### src/design/spi_fifo_port_pkg.sv
// constants, register map and types of the serial port with fifos
package spi_fifo_port_pkg;

	////////////////////////////////////////////////////////////////////////
	// sizes
	localparam int unsigned UNIT_W = 16; // widest unit
	localparam logic [2:0] FIFO_FULL = 3'h4; // entries per fifo

	////////////////////////////////////////////////////////////////////////
	// register byte offsets
	localparam logic [4:0] OFS_CTRL = 5'h00; // control_register
	localparam logic [4:0] OFS_DIV = 5'h04; // divider_register
	localparam logic [4:0] OFS_GAP = 5'h08; // gap_control_register
	localparam logic [4:0] OFS_INTC = 5'h0C; // interrupt_control_register
	localparam logic [4:0] OFS_STAT = 5'h10; // event_status_register
	localparam logic [4:0] OFS_DEPTH = 5'h14; // fifo_depth_register
	localparam logic [4:0] OFS_TXD = 5'h18; // tx_write_port
	localparam logic [4:0] OFS_RXD = 5'h1C; // receive data, read pops

	////////////////////////////////////////////////////////////////////////
	// control bits
	localparam int unsigned C_EN = 0; // port_enable_bit
	localparam int unsigned C_MST = 1; // master_sel
	localparam int unsigned C_CPOL = 2; // clock_polarity
	localparam int unsigned C_CPHA = 3; // clock_phase
	localparam int unsigned C_LSB = 4; // bit_order_sel, 1 = lsb first
	localparam int unsigned C_SIZE = 5; // unit_size_sel, 1 = 16 bits
	localparam int unsigned C_FLUSH = 6; // fifo_flush
	localparam int unsigned C_MDFE = 7; // mode_fault_irq_enable
	localparam int unsigned C_MOZ = 8; // master_out_float
	localparam int unsigned C_SOZ = 9; // slave_out_float
	localparam int unsigned C_SSZ = 10; // select_float

	// divider fields
	localparam int unsigned D_DIV = 0; // clock_divisor, 10 bits
	localparam int unsigned D_LEAD = 16; // lead, half clocks minus one
	localparam int unsigned D_LAG = 20; // lag, half clocks minus one
	localparam logic [9:0] DIV_RST = 10'h001;
	localparam logic [1:0] LEADLAG_RST = 2'h1;
	localparam logic [1:0] LEADLAG_MAX = 2'h2; // 1.5 shift clocks

	// interrupt control fields
	localparam int unsigned I_TTH = 0; // tx_threshold_sel
	localparam int unsigned I_RTH = 4; // rx_threshold_sel
	localparam int unsigned I_IEN = 8; // tx thr, rx thr, end, overrun
	localparam logic [2:0] RTH_RST = 3'h1;

	// status bits
	localparam int unsigned S_TTH = 0; // tx_threshold_flag
	localparam int unsigned S_RTH = 1; // rx_threshold_flag
	localparam int unsigned S_END = 2; // transfer_end_flag
	localparam int unsigned S_OVR = 3; // overrun_flag
	localparam int unsigned S_MDF = 4; // mode_fault_flag
	localparam int unsigned S_DONE = 5; // unit_done_flag
	localparam int unsigned S_WOF = 8; // write_overflow_flag
	localparam int unsigned S_TXE = 16; // tx_empty_flag
	localparam int unsigned S_TXF = 17; // tx_full_flag
	localparam int unsigned S_RXE = 18; // rx_empty_flag
	localparam int unsigned S_RXF = 19; // rx_full_flag
	localparam int unsigned F_RXD = 8; // rx_depth field of depth register

	////////////////////////////////////////////////////////////////////////
	// shift timing, in half shift clocks and edge counts
	localparam logic [8:0] GUARD_HALF = 9'h001; // one full shift clock
	localparam logic [4:0] LAST_EDGE_8 = 5'h0F;
	localparam logic [4:0] LAST_EDGE_16 = 5'h1F;
	localparam logic [4:0] TTH_EDGE = 5'h02; // edge of the second bit
	localparam logic [15:0] EMPTY_FILL = 16'hFFFF;

	// master sequencer
	typedef enum logic [2:0] {M_IDLE, M_GUARD, M_LEAD, M_SHIFT, M_LAG, M_GAP} mst_t;

endpackage

### src/design/spi_fifo_port.sv
// serial port with four-entry fifos, master or slave, ahb-lite registers
module spi_fifo_port (
	// clock and reset
	input wire logic clk_i,
	input wire logic rst_i,
	// ahb-lite slave
	input wire logic hsel_i,
	input wire logic [31:0] haddr_i,
	input wire logic [1:0] htrans_i,
	input wire logic hwrite_i,
	input wire logic [2:0] hsize_i,
	input wire logic [31:0] hwdata_i,
	input wire logic hready_i,
	output logic [31:0] hrdata_o,
	output logic hreadyout_o,
	output logic hresp_o,
	// serial pins
	input wire logic shift_clock_pin_i,
	output logic shift_clock_pin_o,
	output logic shift_clock_pin_oe_o,
	input wire logic select_line_i,
	output logic select_line_o,
	output logic select_line_oe_o,
	output logic serial_out_pin_o,
	output logic serial_out_pin_oe_o,
	input wire logic serial_in_pin_i,
	// event request
	output logic irq_o
);

	////////////////////////////////////////////////////////////////////////
	// state
	typedef struct packed {
		logic en, mst, cpol, cpha, lsb, size16, flush, mdfe, moz, soz, ssz;
		logic [9:0] div; // clock_divisor
		logic [1:0] lead, lag; // half clocks minus one
		logic [7:0] gap; // gap_length in shift clocks
		logic [2:0] tth, rth; // threshold selections
		logic [3:0] ien; // event enables
		logic f_tth, f_rth, f_end, f_ovr, f_mdf, f_done, f_wof; // sticky flags
		logic [3:0][15:0] txm, rxm; // fifo storage
		logic [1:0] tx_rp, rx_rp; // read indices
		logic [2:0] tx_cnt, rx_cnt; // depths
		spi_fifo_port_pkg::mst_t state;
		logic [9:0] hcnt; // divider count
		logic [8:0] tcnt; // half clocks in lead, lag, gap, guard
		logic [4:0] ecnt; // clock edge within a unit
		logic [1:0] lead_l, lag_l; // timing latched at start
		logic [7:0] gap_l;
		logic sck_r, ss_r, sl_act;
		logic [15:0] txsh, rxsh; // shifters, tx bit 0 on the pin
		logic sck_s1, sck_s2, sck_s3, ss_s1, ss_s2, ss_s3, sin_s1, sin_s2;
		logic ph_v, ph_w, rd_done; // ahb data phase
		logic [4:0] ph_addr;
		logic [31:0] rdata;
	} st_t;

	st_t s, n;
	logic tick, edge_ev, lead_e, is_samp, at_last, tx_push, tx_pop, rx_push, rx_pop, ovr;
	logic [15:0] pop_word, rx_word, rx_store;
	logic [4:0] last_edge, last_samp;
	logic [9:0] divm1;
	logic [31:0] rd_val;

	// bit reverse of an 8- or 16-bit unit into the low bits
	function automatic logic [15:0] rev_unit(input logic [15:0] w, input logic wide);
		logic [15:0] r;
		r = 16'h0000;
		for (int i = 0; i < 16; i++) begin
			r[i] = w[15 - i];
		end
		return wide ? r : {8'h00, r[15:8]};
	endfunction

	////////////////////////////////////////////////////////////////////////
	// next state
	always_comb begin
		n = s;
		// divisor zero behaves as one
		divm1 = (s.div == 10'h000) ? 10'h000 : s.div - 10'h001;
		tick = (s.state != spi_fifo_port_pkg::M_IDLE) && (s.hcnt == divm1);
		last_edge = s.size16 ? spi_fifo_port_pkg::LAST_EDGE_16 : spi_fifo_port_pkg::LAST_EDGE_8;
		last_samp = last_edge - {4'h0, ~s.cpha};
		pop_word = s.lsb ? s.txm[s.tx_rp] : rev_unit(s.txm[s.tx_rp], s.size16);
		tx_push = 1'b0;
		tx_pop = 1'b0;
		rx_pop = 1'b0;
		// pin synchronisers
		n.sck_s1 = shift_clock_pin_i;
		n.sck_s2 = s.sck_s1;
		n.sck_s3 = s.sck_s2;
		n.ss_s1 = select_line_i;
		n.ss_s2 = s.ss_s1;
		n.ss_s3 = s.ss_s2;
		n.sin_s1 = serial_in_pin_i;
		n.sin_s2 = s.sin_s1;
		// divider runs only while the master sequencer is busy
		n.hcnt = (s.state == spi_fifo_port_pkg::M_IDLE || tick) ? 10'h000 : s.hcnt + 10'h001;

		// edge source: own clock in master, synchronised pin in slave
		if (s.mst) begin
			edge_ev = (s.state == spi_fifo_port_pkg::M_SHIFT) && tick;
			lead_e = ~s.ecnt[0];
		end else begin
			edge_ev = s.en && s.sl_act && !s.ss_s2 && (s.sck_s3 != s.sck_s2);
			lead_e = (s.sck_s3 == s.cpol);
		end
		is_samp = lead_e ^ s.cpha;
		at_last = edge_ev && (s.ecnt == last_edge);
		rx_word = {s.rxsh[14:0], s.sin_s2};
		rx_push = edge_ev && is_samp && (s.ecnt == last_samp);
		rx_store = s.lsb ? rev_unit(rx_word, s.size16) : (s.size16 ? rx_word : {8'h00, rx_word[7:0]});

		// shift engine shared by both modes
		if (edge_ev) begin
			if (is_samp) begin
				n.rxsh = rx_word;
			end else if (s.ecnt != 5'h00 && !at_last) begin
				n.txsh = {1'b0, s.txsh[15:1]};
			end
			n.ecnt = at_last ? 5'h00 : s.ecnt + 5'h01;
			if (s.mst) begin
				n.sck_r = ~s.sck_r;
			end
		end

		// slave framing on the select input
		if (!s.mst && s.en) begin
			if (s.ss_s3 && !s.ss_s2) begin
				// select fell: new unit, first bit on the pin
				n.sl_act = 1'b1;
				n.ecnt = 5'h00;
				tx_pop = (s.tx_cnt != 3'h0);
				n.txsh = tx_pop ? pop_word : spi_fifo_port_pkg::EMPTY_FILL;
			end else if (s.ss_s2) begin
				n.sl_act = 1'b0;
			end else if (at_last) begin
				// next unit loaded after the last edge
				tx_pop = (s.tx_cnt != 3'h0);
				n.txsh = tx_pop ? pop_word : spi_fifo_port_pkg::EMPTY_FILL;
			end
		end

		// master sequencer
		unique case (s.state)
			spi_fifo_port_pkg::M_IDLE: begin
				n.sck_r = s.cpol;
				n.ss_r = 1'b1;
				n.tcnt = 9'h000;
				if (s.en && s.mst && s.tx_cnt != 3'h0) begin
					// lead, lag and gap frozen for the whole transfer
					n.lead_l = s.lead;
					n.lag_l = s.lag;
					n.gap_l = s.gap;
					if (s.moz || s.soz || s.ssz) begin
						n.state = spi_fifo_port_pkg::M_GUARD;
					end else begin
						n.state = spi_fifo_port_pkg::M_LEAD;
						n.ss_r = 1'b0;
						tx_pop = 1'b1;
						n.txsh = pop_word;
					end
				end
			end
			spi_fifo_port_pkg::M_GUARD: begin
				if (tick) begin
					n.tcnt = s.tcnt + 9'h001;
					if (s.tcnt == spi_fifo_port_pkg::GUARD_HALF) begin
						n.state = spi_fifo_port_pkg::M_LEAD;
						n.tcnt = 9'h000;
						n.ss_r = 1'b0;
						tx_pop = 1'b1;
						n.txsh = pop_word;
					end
				end
			end
			spi_fifo_port_pkg::M_LEAD: begin
				if (tick) begin
					n.tcnt = s.tcnt + 9'h001;
					if (s.tcnt == {7'h00, s.lead_l}) begin
						n.state = spi_fifo_port_pkg::M_SHIFT;
						n.tcnt = 9'h000;
						n.ecnt = 5'h00;
					end
				end
			end
			spi_fifo_port_pkg::M_SHIFT: begin
				if (at_last) begin
					if (s.gap_l == 8'h00 && s.tx_cnt != 3'h0) begin
						// no gap: next unit follows with select held low
						tx_pop = 1'b1;
						n.txsh = pop_word;
					end else begin
						n.state = spi_fifo_port_pkg::M_LAG;
					end
				end
			end
			spi_fifo_port_pkg::M_LAG: begin
				if (tick) begin
					n.tcnt = s.tcnt + 9'h001;
					if (s.tcnt == {7'h00, s.lag_l}) begin
						n.ss_r = 1'b1;
						n.tcnt = 9'h000;
						// empty fifo: select stays high until new data
						n.state = (s.gap_l != 8'h00 && s.tx_cnt != 3'h0) ?
							spi_fifo_port_pkg::M_GAP : spi_fifo_port_pkg::M_IDLE;
					end
				end
			end
			spi_fifo_port_pkg::M_GAP: begin
				if (tick) begin
					n.tcnt = s.tcnt + 9'h001;
					if (s.tcnt == {s.gap_l, 1'b0} - 9'h001) begin
						n.tcnt = 9'h000;
						if (s.tx_cnt != 3'h0) begin
							n.state = spi_fifo_port_pkg::M_LEAD;
							n.ss_r = 1'b0;
							tx_pop = 1'b1;
							n.txsh = pop_word;
						end else begin
							n.state = spi_fifo_port_pkg::M_IDLE;
						end
					end
				end
			end
		endcase

		////////////////////////////////////////////////////////////////////
		// register writes in the data phase
		if (s.ph_v && s.ph_w) begin
			unique case (s.ph_addr)
				spi_fifo_port_pkg::OFS_CTRL: begin
					{n.ssz, n.soz, n.moz, n.mdfe, n.flush, n.size16} = hwdata_i[10:5];
					{n.lsb, n.cpha, n.cpol, n.mst, n.en} = hwdata_i[4:0];
				end
				spi_fifo_port_pkg::OFS_DIV: begin
					n.div = hwdata_i[spi_fifo_port_pkg::D_DIV +: 10];
					n.lead = (hwdata_i[spi_fifo_port_pkg::D_LEAD +: 2] > spi_fifo_port_pkg::LEADLAG_MAX) ?
						spi_fifo_port_pkg::LEADLAG_MAX : hwdata_i[spi_fifo_port_pkg::D_LEAD +: 2];
					n.lag = (hwdata_i[spi_fifo_port_pkg::D_LAG +: 2] > spi_fifo_port_pkg::LEADLAG_MAX) ?
						spi_fifo_port_pkg::LEADLAG_MAX : hwdata_i[spi_fifo_port_pkg::D_LAG +: 2];
				end
				spi_fifo_port_pkg::OFS_GAP: n.gap = hwdata_i[7:0];
				spi_fifo_port_pkg::OFS_INTC: begin
					n.tth = hwdata_i[spi_fifo_port_pkg::I_TTH +: 3];
					n.rth = hwdata_i[spi_fifo_port_pkg::I_RTH +: 3];
					n.ien = hwdata_i[spi_fifo_port_pkg::I_IEN +: 4];
				end
				spi_fifo_port_pkg::OFS_TXD: tx_push = 1'b1;
				default: begin
				end
			endcase
		end
		// write-one clears, overridden below by a set in the same cycle
		if (s.ph_v && s.ph_w && s.ph_addr == spi_fifo_port_pkg::OFS_STAT) begin
			n.f_tth = s.f_tth & ~hwdata_i[spi_fifo_port_pkg::S_TTH];
			n.f_rth = s.f_rth & ~hwdata_i[spi_fifo_port_pkg::S_RTH];
			n.f_end = s.f_end & ~hwdata_i[spi_fifo_port_pkg::S_END];
			n.f_ovr = s.f_ovr & ~hwdata_i[spi_fifo_port_pkg::S_OVR];
			n.f_mdf = s.f_mdf & ~hwdata_i[spi_fifo_port_pkg::S_MDF];
			n.f_done = s.f_done & ~hwdata_i[spi_fifo_port_pkg::S_DONE];
			n.f_wof = s.f_wof & ~hwdata_i[spi_fifo_port_pkg::S_WOF];
		end

		////////////////////////////////////////////////////////////////////
		// register reads, one wait state, side effects here
		unique case (s.ph_addr)
			spi_fifo_port_pkg::OFS_CTRL: rd_val = {21'h000000, s.ssz, s.soz, s.moz, s.mdfe,
				s.flush, s.size16, s.lsb, s.cpha, s.cpol, s.mst, s.en};
			spi_fifo_port_pkg::OFS_DIV: rd_val = {10'h000, s.lag, 2'h0, s.lead, 6'h00, s.div};
			spi_fifo_port_pkg::OFS_GAP: rd_val = {24'h000000, s.gap};
			spi_fifo_port_pkg::OFS_INTC: rd_val = {20'h00000, s.ien, 1'b0, s.rth, 1'b0, s.tth};
			spi_fifo_port_pkg::OFS_STAT: rd_val = {12'h000,
				s.rx_cnt == spi_fifo_port_pkg::FIFO_FULL, s.rx_cnt == 3'h0,
				s.tx_cnt == spi_fifo_port_pkg::FIFO_FULL, s.tx_cnt == 3'h0,
				7'h00, s.f_wof, 2'h0, s.f_done, s.f_mdf, s.f_ovr, s.f_end, s.f_rth, s.f_tth};
			spi_fifo_port_pkg::OFS_DEPTH: rd_val = {21'h000000, s.rx_cnt, 5'h00, s.tx_cnt};
			spi_fifo_port_pkg::OFS_RXD: rd_val = {16'h0000, s.rxm[s.rx_rp]};
			default: rd_val = 32'h00000000;
		endcase
		if (s.ph_v && !s.ph_w && !s.rd_done) begin
			n.rdata = rd_val;
			n.rd_done = 1'b1;
			if (s.ph_addr == spi_fifo_port_pkg::OFS_STAT) begin
				n.f_wof = 1'b0;
			end
			rx_pop = (s.ph_addr == spi_fifo_port_pkg::OFS_RXD) && (s.rx_cnt != 3'h0);
		end

		////////////////////////////////////////////////////////////////////
		// fifos and event flags
		if (tx_push && s.tx_cnt == spi_fifo_port_pkg::FIFO_FULL) begin
			tx_push = 1'b0;
			n.f_wof = 1'b1;
		end
		if (tx_push) begin
			n.txm[s.tx_rp + s.tx_cnt[1:0]] = hwdata_i[15:0];
		end
		ovr = rx_push && (s.rx_cnt == spi_fifo_port_pkg::FIFO_FULL) && !rx_pop;
		if (rx_push && !ovr) begin
			n.rxm[s.rx_rp + s.rx_cnt[1:0]] = rx_store;
		end
		n.tx_rp = s.tx_rp + {1'b0, tx_pop};
		n.rx_rp = s.rx_rp + {1'b0, rx_pop};
		n.tx_cnt = s.tx_cnt + {2'h0, tx_push} - {2'h0, tx_pop};
		n.rx_cnt = s.rx_cnt + {2'h0, rx_push && !ovr} - {2'h0, rx_pop};
		if (s.flush) begin
			// counters only; flags and settings are kept
			n.tx_rp = 2'h0;
			n.rx_rp = 2'h0;
			n.tx_cnt = 3'h0;
			n.rx_cnt = 3'h0;
		end
		if (ovr) begin
			n.f_ovr = 1'b1;
		end
		// flags land one clock after the sampling edge of the last bit
		if (rx_push) begin
			n.f_done = 1'b1;
			if (s.tx_cnt == 3'h0) begin
				n.f_end = 1'b1;
			end
			if (!ovr && s.rx_cnt + 3'h1 >= s.rth) begin
				n.f_rth = 1'b1;
			end
		end
		if (edge_ev && s.ecnt == spi_fifo_port_pkg::TTH_EDGE && s.tx_cnt == s.tth) begin
			n.f_tth = 1'b1;
		end

		// mode fault: another master pulled select low
		if (s.en && s.mst && !s.ss_s2) begin
			n.mst = 1'b0;
			n.en = 1'b0;
			n.f_mdf = 1'b1;
			n.state = spi_fifo_port_pkg::M_IDLE;
			n.ss_r = 1'b1;
		end

		// ahb address phase
		if (hready_i) begin
			n.ph_v = hsel_i && htrans_i[1];
			n.ph_w = hwrite_i;
			n.ph_addr = {haddr_i[4:2], 2'b00};
			n.rd_done = 1'b0;
		end
	end

	////////////////////////////////////////////////////////////////////////
	// state register
	always_ff @(posedge clk_i or posedge rst_i) begin
		if (rst_i) begin
			s <= '0;
			s.div <= spi_fifo_port_pkg::DIV_RST;
			s.lead <= spi_fifo_port_pkg::LEADLAG_RST;
			s.lag <= spi_fifo_port_pkg::LEADLAG_RST;
			s.rth <= spi_fifo_port_pkg::RTH_RST;
			s.state <= spi_fifo_port_pkg::M_IDLE;
			s.ss_r <= 1'b1;
			s.txsh <= spi_fifo_port_pkg::EMPTY_FILL;
			{s.ss_s1, s.ss_s2, s.ss_s3} <= 3'h7;
		end else begin
			s <= n;
		end
	end

	////////////////////////////////////////////////////////////////////////
	// outputs
	assign hrdata_o = s.rdata;
	assign hreadyout_o = !(s.ph_v && !s.ph_w && !s.rd_done);
	assign hresp_o = 1'b0;
	assign shift_clock_pin_o = s.sck_r;
	assign select_line_o = s.ss_r;
	assign serial_out_pin_o = s.txsh[0];
	// clock and select released outside master mode; floats release master data and select while idle, slave data while unselected
	assign shift_clock_pin_oe_o = s.mst;
	assign select_line_oe_o = s.mst && !(s.ssz && s.state == spi_fifo_port_pkg::M_IDLE);
	assign serial_out_pin_oe_o = s.mst ? !(s.moz && s.state == spi_fifo_port_pkg::M_IDLE) :
		(s.en && (!s.soz || s.sl_act));
	assign irq_o = |({s.f_ovr, s.f_end, s.f_rth, s.f_tth} & s.ien) || (s.f_mdf && s.mdfe);

	// cycles since the shift clock last changed
	logic [10:0] tog_cnt;
	always_ff @(posedge clk_i or posedge rst_i) begin
		if (rst_i) begin
			tog_cnt <= 11'h000;
		end else begin
			tog_cnt <= (n.sck_r != s.sck_r) ? 11'h000 : tog_cnt + 11'h001;
		end
	end
endmodule

### config.mk
export PLATFORM = sky130hd
export DESIGN_NAME = spi_fifo_port
export DESIGN_NICKNAME = d
export VERILOG_FILES = /design/src/design/spi_fifo_port_pkg.sv /design/src/design/spi_fifo_port.sv
export SDC_FILE = /design/constraint.sdc
export NUM_CORES = 1
export LEC_CHECK = 0
export BUFFER_PORTS_ARGS = -buffer_cell sky130_fd_sc_hd__buf_2
export CAP_MARGIN = 40
export CORE_ASPECT_RATIO = 0.5
export CORE_MARGIN = 5
export CORE_UTILIZATION = 30
export CTS_CLUSTER_SIZE = 8
export DETAILED_ROUTE_END_ITERATION = 7
export MAX_ROUTING_LAYER = met4
export PLACE_DENSITY = 0.48
export SKIP_LAST_GASP = 1
export SYNTH_ARGS = -nofsm -noshare
export SYNTH_HDL_FRONTEND = slang
export SYNTH_SLANG_ARGS = --single-unit
### constraint.sdc
create_clock -name clk_i -period 16.8 [get_ports clk_i]
set_input_delay 0.84 -clock clk_i [delete_from_list [all_inputs] [get_ports clk_i]]
set_output_delay 0.84 -clock clk_i [all_outputs]
set_load 0.005 [all_outputs]
# == After elaboration in Yosys (flattened, before gate mapping) ==
# Index checks and enable logic that the tools add are counted.
# word_totals
ff_bits,308
input_bits,77
output_inout_bits,41
word_cells,360
# op_classes
n_addsub,15
magnitude_cmp,9
eq_ne,41
mux,126
bitwise,19
n_reduce_logical,88
# ops
op,count
16-bit 2-to-1 mux,25
22-bit one-hot mux with 7 select lines,1
64-bit bitwise mux,2
16-bit binary-select mux with 2-bit select,2
16-bit demux with 2-bit select,2
16-bit one-hot mux with 4 select lines,1
9-bit 2-to-1 mux,6
9-bit one-hot mux with 5 select lines,1
1-bit 2-to-1 mux,44
43-bit 2-to-1 mux,1
14-bit 2-to-1 mux,3
10-bit 2-to-1 mux,4
3-bit 2-to-1 mux,13
1-bit logical AND,36
32-bit 2-to-1 mux,1
5-bit 2-to-1 mux,6
"3-bit inequality test, second input constant",9
"3-bit equality test, second input constant",8
2-bit nonzero test,10
9-bit by 2-bit equality test with 1-bit output,2
3-bit one-hot mux with 6 select lines,1
2-bit AND reduction,9
17-bit 2-to-1 mux,1
5-bit nonzero test,3
other kinds (50),107

# == Longest topological paths before layout ==
# Gate-level depths: netlist of run 1.
# logic_depth
depth_word,20
depth_mapped,19
mapped_depth_nobuf,17

# == Worst setup path after synthesis of run 1 ==
# OpenSTA, ideal clock, no wires.
# synth_path
path_type,reg-to-reg
startpoint,register s[289] (netlist name)
endpoint,register s[127] (netlist name)
setup_ns,0.132
t_arrival_ns,4.458
required_time_ns,16.668
path_slack_ns,12.210
path_stages_with_launch,19
path_buffers,1
synth_period_minus_slack_ns,4.590
path_cell_list,dfstp_2 -> inv_1 -> ha_1 -> clkbuf_1 -> nor3b_1 -> o41a_1 -> o221ai_2 -> o2111ai_2 -> or4_4 -> or4_4 -> o211a_1 -> o21ai_2 -> ha_1 -> inv_1 -> ha_1 -> fa_1 -> xnor2_1 -> xnor2_1 -> nor2_1
# synth_rtl
element,line,text
"start, declared",spi_fifo_port.sv:58,"st_t s, n;"
"start signal, assigned",spi_fifo_port.sv:363,s <= n;

==> results of run 1 <==
critical path, delay by kind of cell, from the launching register on:
family | cells | cell delay, ns
simple gates | 5 | 2.30
compound gates | 4 | 1.20
fa+ha+maj | 3 | 0.77
flops | 1 | 0.51
xor+xnor | 2 | 0.34
buf+inv | 1 | 0.04
final timing paths:
check,startpoint,to
max,s[291],s[127]
min,rst_i,s[161]
max reg2reg,s[291],s[127]
min reg2reg,n[46],n[45]
max in group asynchronous,rst_i,s[305]
min in group clk_i,n[46],n[45]
cells by family after synthesis:
group | Yosys count
fa+ha+maj | 24
other cells | 1
buf+inv | 148
mux | 245
compound gates | 298
flops | 297
xor+xnor | 56
simple gates | 396
Yosys cell counts, types with 5 or more instances:
cell	count	area, um2
a22oi_1	17	128
a221oi_1	17	149
mux2_2	171	1930
buf_6	5	56.3
a32oi_1	6	52.6
o21a_1	6	45.0
nor3_1	32	160
a2111o_1	8	90.1
a21o_1	13	97.6
o31ai_1	6	45.0
mux4_2	35	788
dfrtp_1	273	6830
nand3_1	32	160
a211oi_1	6	45.0
nor2b_1	13	81.3
o21ai_0	88	440
buf_1	7	26.3
a31oi_1	10	62.6
mux2i_1	39	390
nand4_1	7	43.8
nor4_1	7	43.8
a21oi_1	53	265
nand2b_1	6	37.5
or4_1	5	37.5
o2bb2ai_1	8	70.1
inv_1	32	120
nand2_1	158	593
ha_1	22	275
xnor2_1	27	236
buf_2	6	30.0
a22o_1	11	96.3
clkbuf_1	63	236
xor2_1	28	245
or3_1	5	31.3
nor2_1	82	308
o22ai_1	5	31.3
and2_1	12	75.1
dfstp_2	24	631
buf_4	33	248
and3_1	13	81.3
per-stage QoR:
step | power (uW) | util [%]
2_1_floorplan | 1610 | -
3_5_place_dp | 1870 | 32.4
5_1_grt | 2810 | 34.7
4_1_cts | 2680 | 34.7
3_3_place_gp | 1860 | 32.2
6_report | 2650 | 34.7
routing by layer:
| layer | wire length (um) | up-vias | track usage, % |
|---|---|---|---|
| met2 | 19600 | 223 | 23.0 |
| met1 | 21800 | 5793 | 22.0 |
| met3 | 1380 | 64 | 2.10 |
| met5 | 0 | - | - |
| met4 | 776 | 0 | 3.23 |
| li1 | - | 5382 | - |
cell usage in the layout (no fill, tap or decap), drive strengths merged, types with 17 or more instances in the layout:
master and n:
xnor2 27, xor2 28, nor2 83, a221oi 17, ha 22, buf 94, mux4 35, mux2 171
a21oi 53, dfstp 24, mux2i 39, nand2 158, o21ai 89, dfrtp 273, a22oi 17, nor3 34
nand3 32, clkbuf 60, inv 33
layout make-up:
type / count / area [um2] / share of cell area [%]
clock buffer: 60 / 1170 / 6.43
clock inverter: 3 / 30.0 / 0.165
inverter: 34 / 135 / 0.742
multi-input combinational: 1030 / 7900 / 43.4
sequential: 297 / 7460 / 41.0
tap: 701 / 877 / 4.82
timing repair buffer: 94 / 621 / 3.41
sequential cells by signal, indices dropped and copies added, names as in the netlist:
name                  count
rx_word                  16
select_line_o             1
shift_clock_pin_oe_o      1
shift_clock_pin_o         1
serial_out_pin_o          1
n                         5
hrdata_o                 22
s                       250
report_power, final:
group / switching, uW / internal (uW) / leakage (uW)
clock network: 315 / 478 / 0.000582
registers: 161 / 863 / 0.00384
logic: 479 / 358 / 0.00360
total: 956 / 1700 / 0.00803
==> results.yml, run 1 <==
clocking:
  insertion_delay_ns: 0.54
  clock_sinks: 297
  cts_max_path_buffers: 3
  post_cts_resized: 0
  numCtsBuffers: 43
  path_clk_slew_ns: 0.05
  cts_max_level: 2
  cts_setup_buffers: 0
  cts_tree: "yes"
  clockRootBuffer: "clkbuf_16"
  ctsHoldBuffers: 0
drt:
  wl_per_cell_um: 19.6
  ant_nets: 0
  routed_wl_mm: 43.5
  via_count: 11500
  vias_per_cell: 5.17
  drtIter0Drc: 739
  dr.pass1.iters: 5
  route.detailed.drc: 0
grt:
  grt_pass1_wl_mm: 69.2
  grt_max_degree: 140
  grt_pass1_vias: 11500
  grt_use_total_pct: 15.3
  antenna_found_initial: 0
  gr-total-overflow: 0
worst_hold_path:
  hold_path.class: "in2async"
sta:
  max_freq_mhz: 188
  period_minus_slack_ns: 5.31
  worst_pin_slew_ns: 0.892
  setup_violations: 0
  rsz0062_at_grt: "false"
  finalSetupTns_ns: 0
  fin_crit_sh_pct: 31.6
  drv_slew: 0
  clock_skew_ns: 0.0193
  fin_hold_ws_ns: 0.279
  slew_headroom_pct: 40.6
  hold_viol: 0
  setup_slack_ns: 11.49
yosys:
  synth-compound-area-share_pct: 12.7
  synth_seq_cells: 297
  yosys.area_share.simple_pct: 11.8
  synth_edf_count: 0
  synthCells: 1465
  async_flop_share_pct: 100
  synth_flop_cell: "dfrtp_1"
  synth.avg_cell_area_um2: 10.9
  synth_top_family_by_area: "multiplexers"
  synth.cell_area_mm2: 0.0160
  synthMuxAreaShare_pct: 19.4
  synth_cell_types: 84
  synth_xor_area_share_pct: 3.14
  synth_fa_ha_area_share_pct: 1.97
  yosysWarnings: 0
  yosysSeqAreaShare_pct: 46.5
die:
  io_pins: 118
  die-area_mm2: 0.0585
  initial_utilization_pct: 30.6
  die_w_um: 337
  fp.coreArea_mm2: 0.0524
  dieHeight_um: 174
  num_rows: 59
power:
  leakage_uw: 0.00803
  ir_drop_mv: 0.0706
  powerDensity_mw_per_mm2: 146
run:
  cap_violations: 0
worst_setup_path:
  critical_path_class: "reg2reg"
  cp_cell_sequence: "or4_1 > o41ai_1 > and3b_1 > o2111ai_2 > or4_4 > or4_4 > o211a_1 > o21ai_2 > ha_1 > inv_1 > ha_1 > fa_1 > xnor2_1 > xnor2_1 > nor2_1"
  crit_path_max_fanout: 12
  startpoint_type: "flip-flop"
  critPathMaxStageDelay_ns: 0.68
  worstRegToRegCells: 15
  required_ns: 17.21
  endpoint_kind: "flip-flop"
  critPathSlowestCell: "or4_1"
  cp.arrival_ns: 5.72
  rrSetupSlack_ns: 11.49
layout:
  fin_cells: 2219
  area_growth_pct: 13.5
  nets: 1601
  fillers: 5270
  final_cell_area_mm2: 0.0182
  antenna_cells: 0
  drive_above_1_share_pct: 26.0
placement:
  dp.cells: 2155
  hpwl_mm: 30.3
  place_area_mm2: 0.0170
  dp_slack_ns: 11.51
  routabilityCongestion: 0.833
  io_buffers: 61
run_status:
  status: "complete, no violations"
(Power assumes the default switching activity.)
==> run 2, diff against run 1 <==
==> constraint.sdc (replaced) <==
create_clock -name clk_i -period 5 [get_ports clk_i]
set_input_delay 0.25 -clock clk_i [delete_from_list [all_inputs] [get_ports clk_i]]
set_output_delay 0.25 -clock clk_i [all_outputs]
set_load 0.005 [all_outputs]
==> run 2 against run 1 <==
  * Sequential share of layout area shrank 0.80 points
  * Global-route usage grew 0.54 points
  * Die area is the same
  * Clock power grew to 3.4 times the previous value
  * Highest routed layer unchanged
  * Critical path type unchanged
==> results.yml, run 2 (same netlist as run 1, synthesis figures left out) <==
clocking:
  path_clk_slew_ns: 0.06
  insertion_delay_ns: 0.56
  cts_max_level: 2
  cts_max_path_buffers: 3
  cts_tree: "yes"
  cts_setup_buffers: 0
  clockRootBuffer: "clkbuf_16"
  clock_sinks: 297
  numCtsBuffers: 43
run_status:
  status: "complete, no violations"
worst_hold_path:
  hold_path.class: "in2reg"
  hold_end: "s[207]"
  worstHoldPathCells: 2
  min_from: "hwdata_i[11]"
drt:
  top_layer_used: "met4"
  wl_per_cell_um: 19.9
  dr.pass1.iters: 5
  wl_met2_mm: 19.7
  routed-wl-met3_mm: 1.91
  routed_wl_mm: 44.8
  wl_met1_mm: 22.5
  route.detailed.drc: 0
  drtIter0Drc: 856
  ant_nets: 0
  via_count: 11700
  vias_per_cell: 5.20
layout:
  nets: 1639
  area_growth_pct: 15.7
  layout_commonest_cell: "dfrtp_1"
  final_cell_mix: "272 x dfrtp_1, 171 x mux2_2, 158 x nand2_1, 88 x o21ai_0, 82 x nor2_1"
  drive_above_1_share_pct: 26.5
  multi_input_area_mm2: 0.00792
  antenna_cells: 0
  fillers: 5256
  regMostFlops: "s"
  largest_reg_flops: 250
  fin_cells: 2255
  regArea_mm2: 0.00746
sta:
  drv_slew: 0
  clock_skew_ns: 0.0236
  worst_pin_slew_ns: 0.912
  fin_crit_sh_pct: 95.0
  slew_headroom_pct: 39.2
  hold_viol: 0
  period_minus_slack_ns: 4.75
  setup_slack_ns: 0.252
  max_freq_mhz: 211
  rsz0062_at_grt: "false"
  finalSetupTns_ns: 0
  setup_violations: 0
die:
  num_rows: 59
  fp.coreArea_mm2: 0.0524
  die-area_mm2: 0.0585
  io_pins: 118
  dieHeight_um: 174
  initial_utilization_pct: 30.6
  die_w_um: 337
placement:
  dp.cells: 2171
  dp_slack_ns: 0.198
  routabilityCongestion: 0.867
  hpwl_mm: 31.0
  io_buffers: 61
worst_setup_path:
  crit_path_max_fanout: 7
  rrSetupSlack_ns: 0.25
  startpoint_type: "flip-flop"
  r2r_start: "s[289]"
  endpoint_kind: "flip-flop"
  worstRegToRegCells: 17
  critical_path_class: "reg2reg"
  worstReg2RegEnd: "s[127]"
  required_ns: 5.42
  cp.arrival_ns: 5.16
grt:
  grt_pass1_wl_mm: 71.4
  grt_max_degree: 156
  grt_pass1_vias: 11900
  antenna_found_initial: 0
  gr-total-overflow: 0
  grt_use_total_pct: 15.8
power:
  ir_drop_mv: 0.264
  leakage_uw: 0.00820
  powerDensity_mw_per_mm2: 487
run:
  cap_violations: 0
run 2: changes by cell type in the layout (fill, tap and decap cells not counted), moves of 2 or more:
cell           delta
clkbuf_1          -2
inv_16            +2
buf_4            +17
dlygate4sd3_1    +23
buf_6             -2
run 2: what timing repair did:
item / 4_1_cts / 5_1_grt
resized for setup: 0 / 3
hold buffers: 23 / 0
endpoints found under the setup margin: 0 / 1
hold endpoints to repair: 168 / 0
run 2: how the worst max path moves through the flow:
stage,cells past startpoint,slack (ns),startpoint,to
CTS,16,0.19,s[289],s[127]
floorplan,18,0.41,s[289],s[127]
global route,17,0.01,s[289],s[127]
global placement,16,0.24,s[289],s[127]
detailed placement,16,0.20,s[289],s[127]
finish,17,0.25,s[289],s[127]
run 2: area by class of cell:
class                           instances  share of cell area (%)
Multi-Input combinational cell       1030                    42.7
Sequential cell                       297                    40.2
Clock buffer                           56                    6.06
Timing Repair Buffer                  132                    5.16
Tap cell                              701                    4.73
Inverter                               34                   0.708
Clock inverter                          5                   0.452
run 2: metrics by stage:
stage          utilization, %  power, uW  hold WS (ns)  area [um2]
6_report                 35.4       9050        0.0322       18600
3_3_place_gp             32.4       6300         0.333       17000
2_1_floorplan               -       5410         0.254       16100
3_5_place_dp             32.6       6320         0.336       17100
4_1_cts                  35.4       9120        0.0163       18500
5_1_grt                  35.4       9600        0.0347       18600
run 2: power breakdown:
group | internal [uW] | switching, uW
clock | 1620 | 1100
sequential | 2900 | 510
combinational | 1240 | 1680
run 2: worst max-delay path: stages (launching register included):
cell and delay [ns]:
dfstp_2 0.57, inv_1 0.09, ha_1 0.29, nor3b_2 0.22
o41a_1 0.38, o221ai_2 0.21, o2111ai_2 0.20, or4_4 0.63
or4_4 0.54, o211a_1 0.17, o21ai_4 0.18, ha_1 0.16
inv_1 0.04, ha_1 0.18, fa_1 0.38, xnor2_1 0.20
xnor2_1 0.14, nor2_1 0.05
run 2: per-layer routing:
metal	up-vias	global-route usage, %
li1	5467	-
met1	5952	23.1
met2	237	23.2
met3	62	2.45
met4	0	3.51
met5	-	-
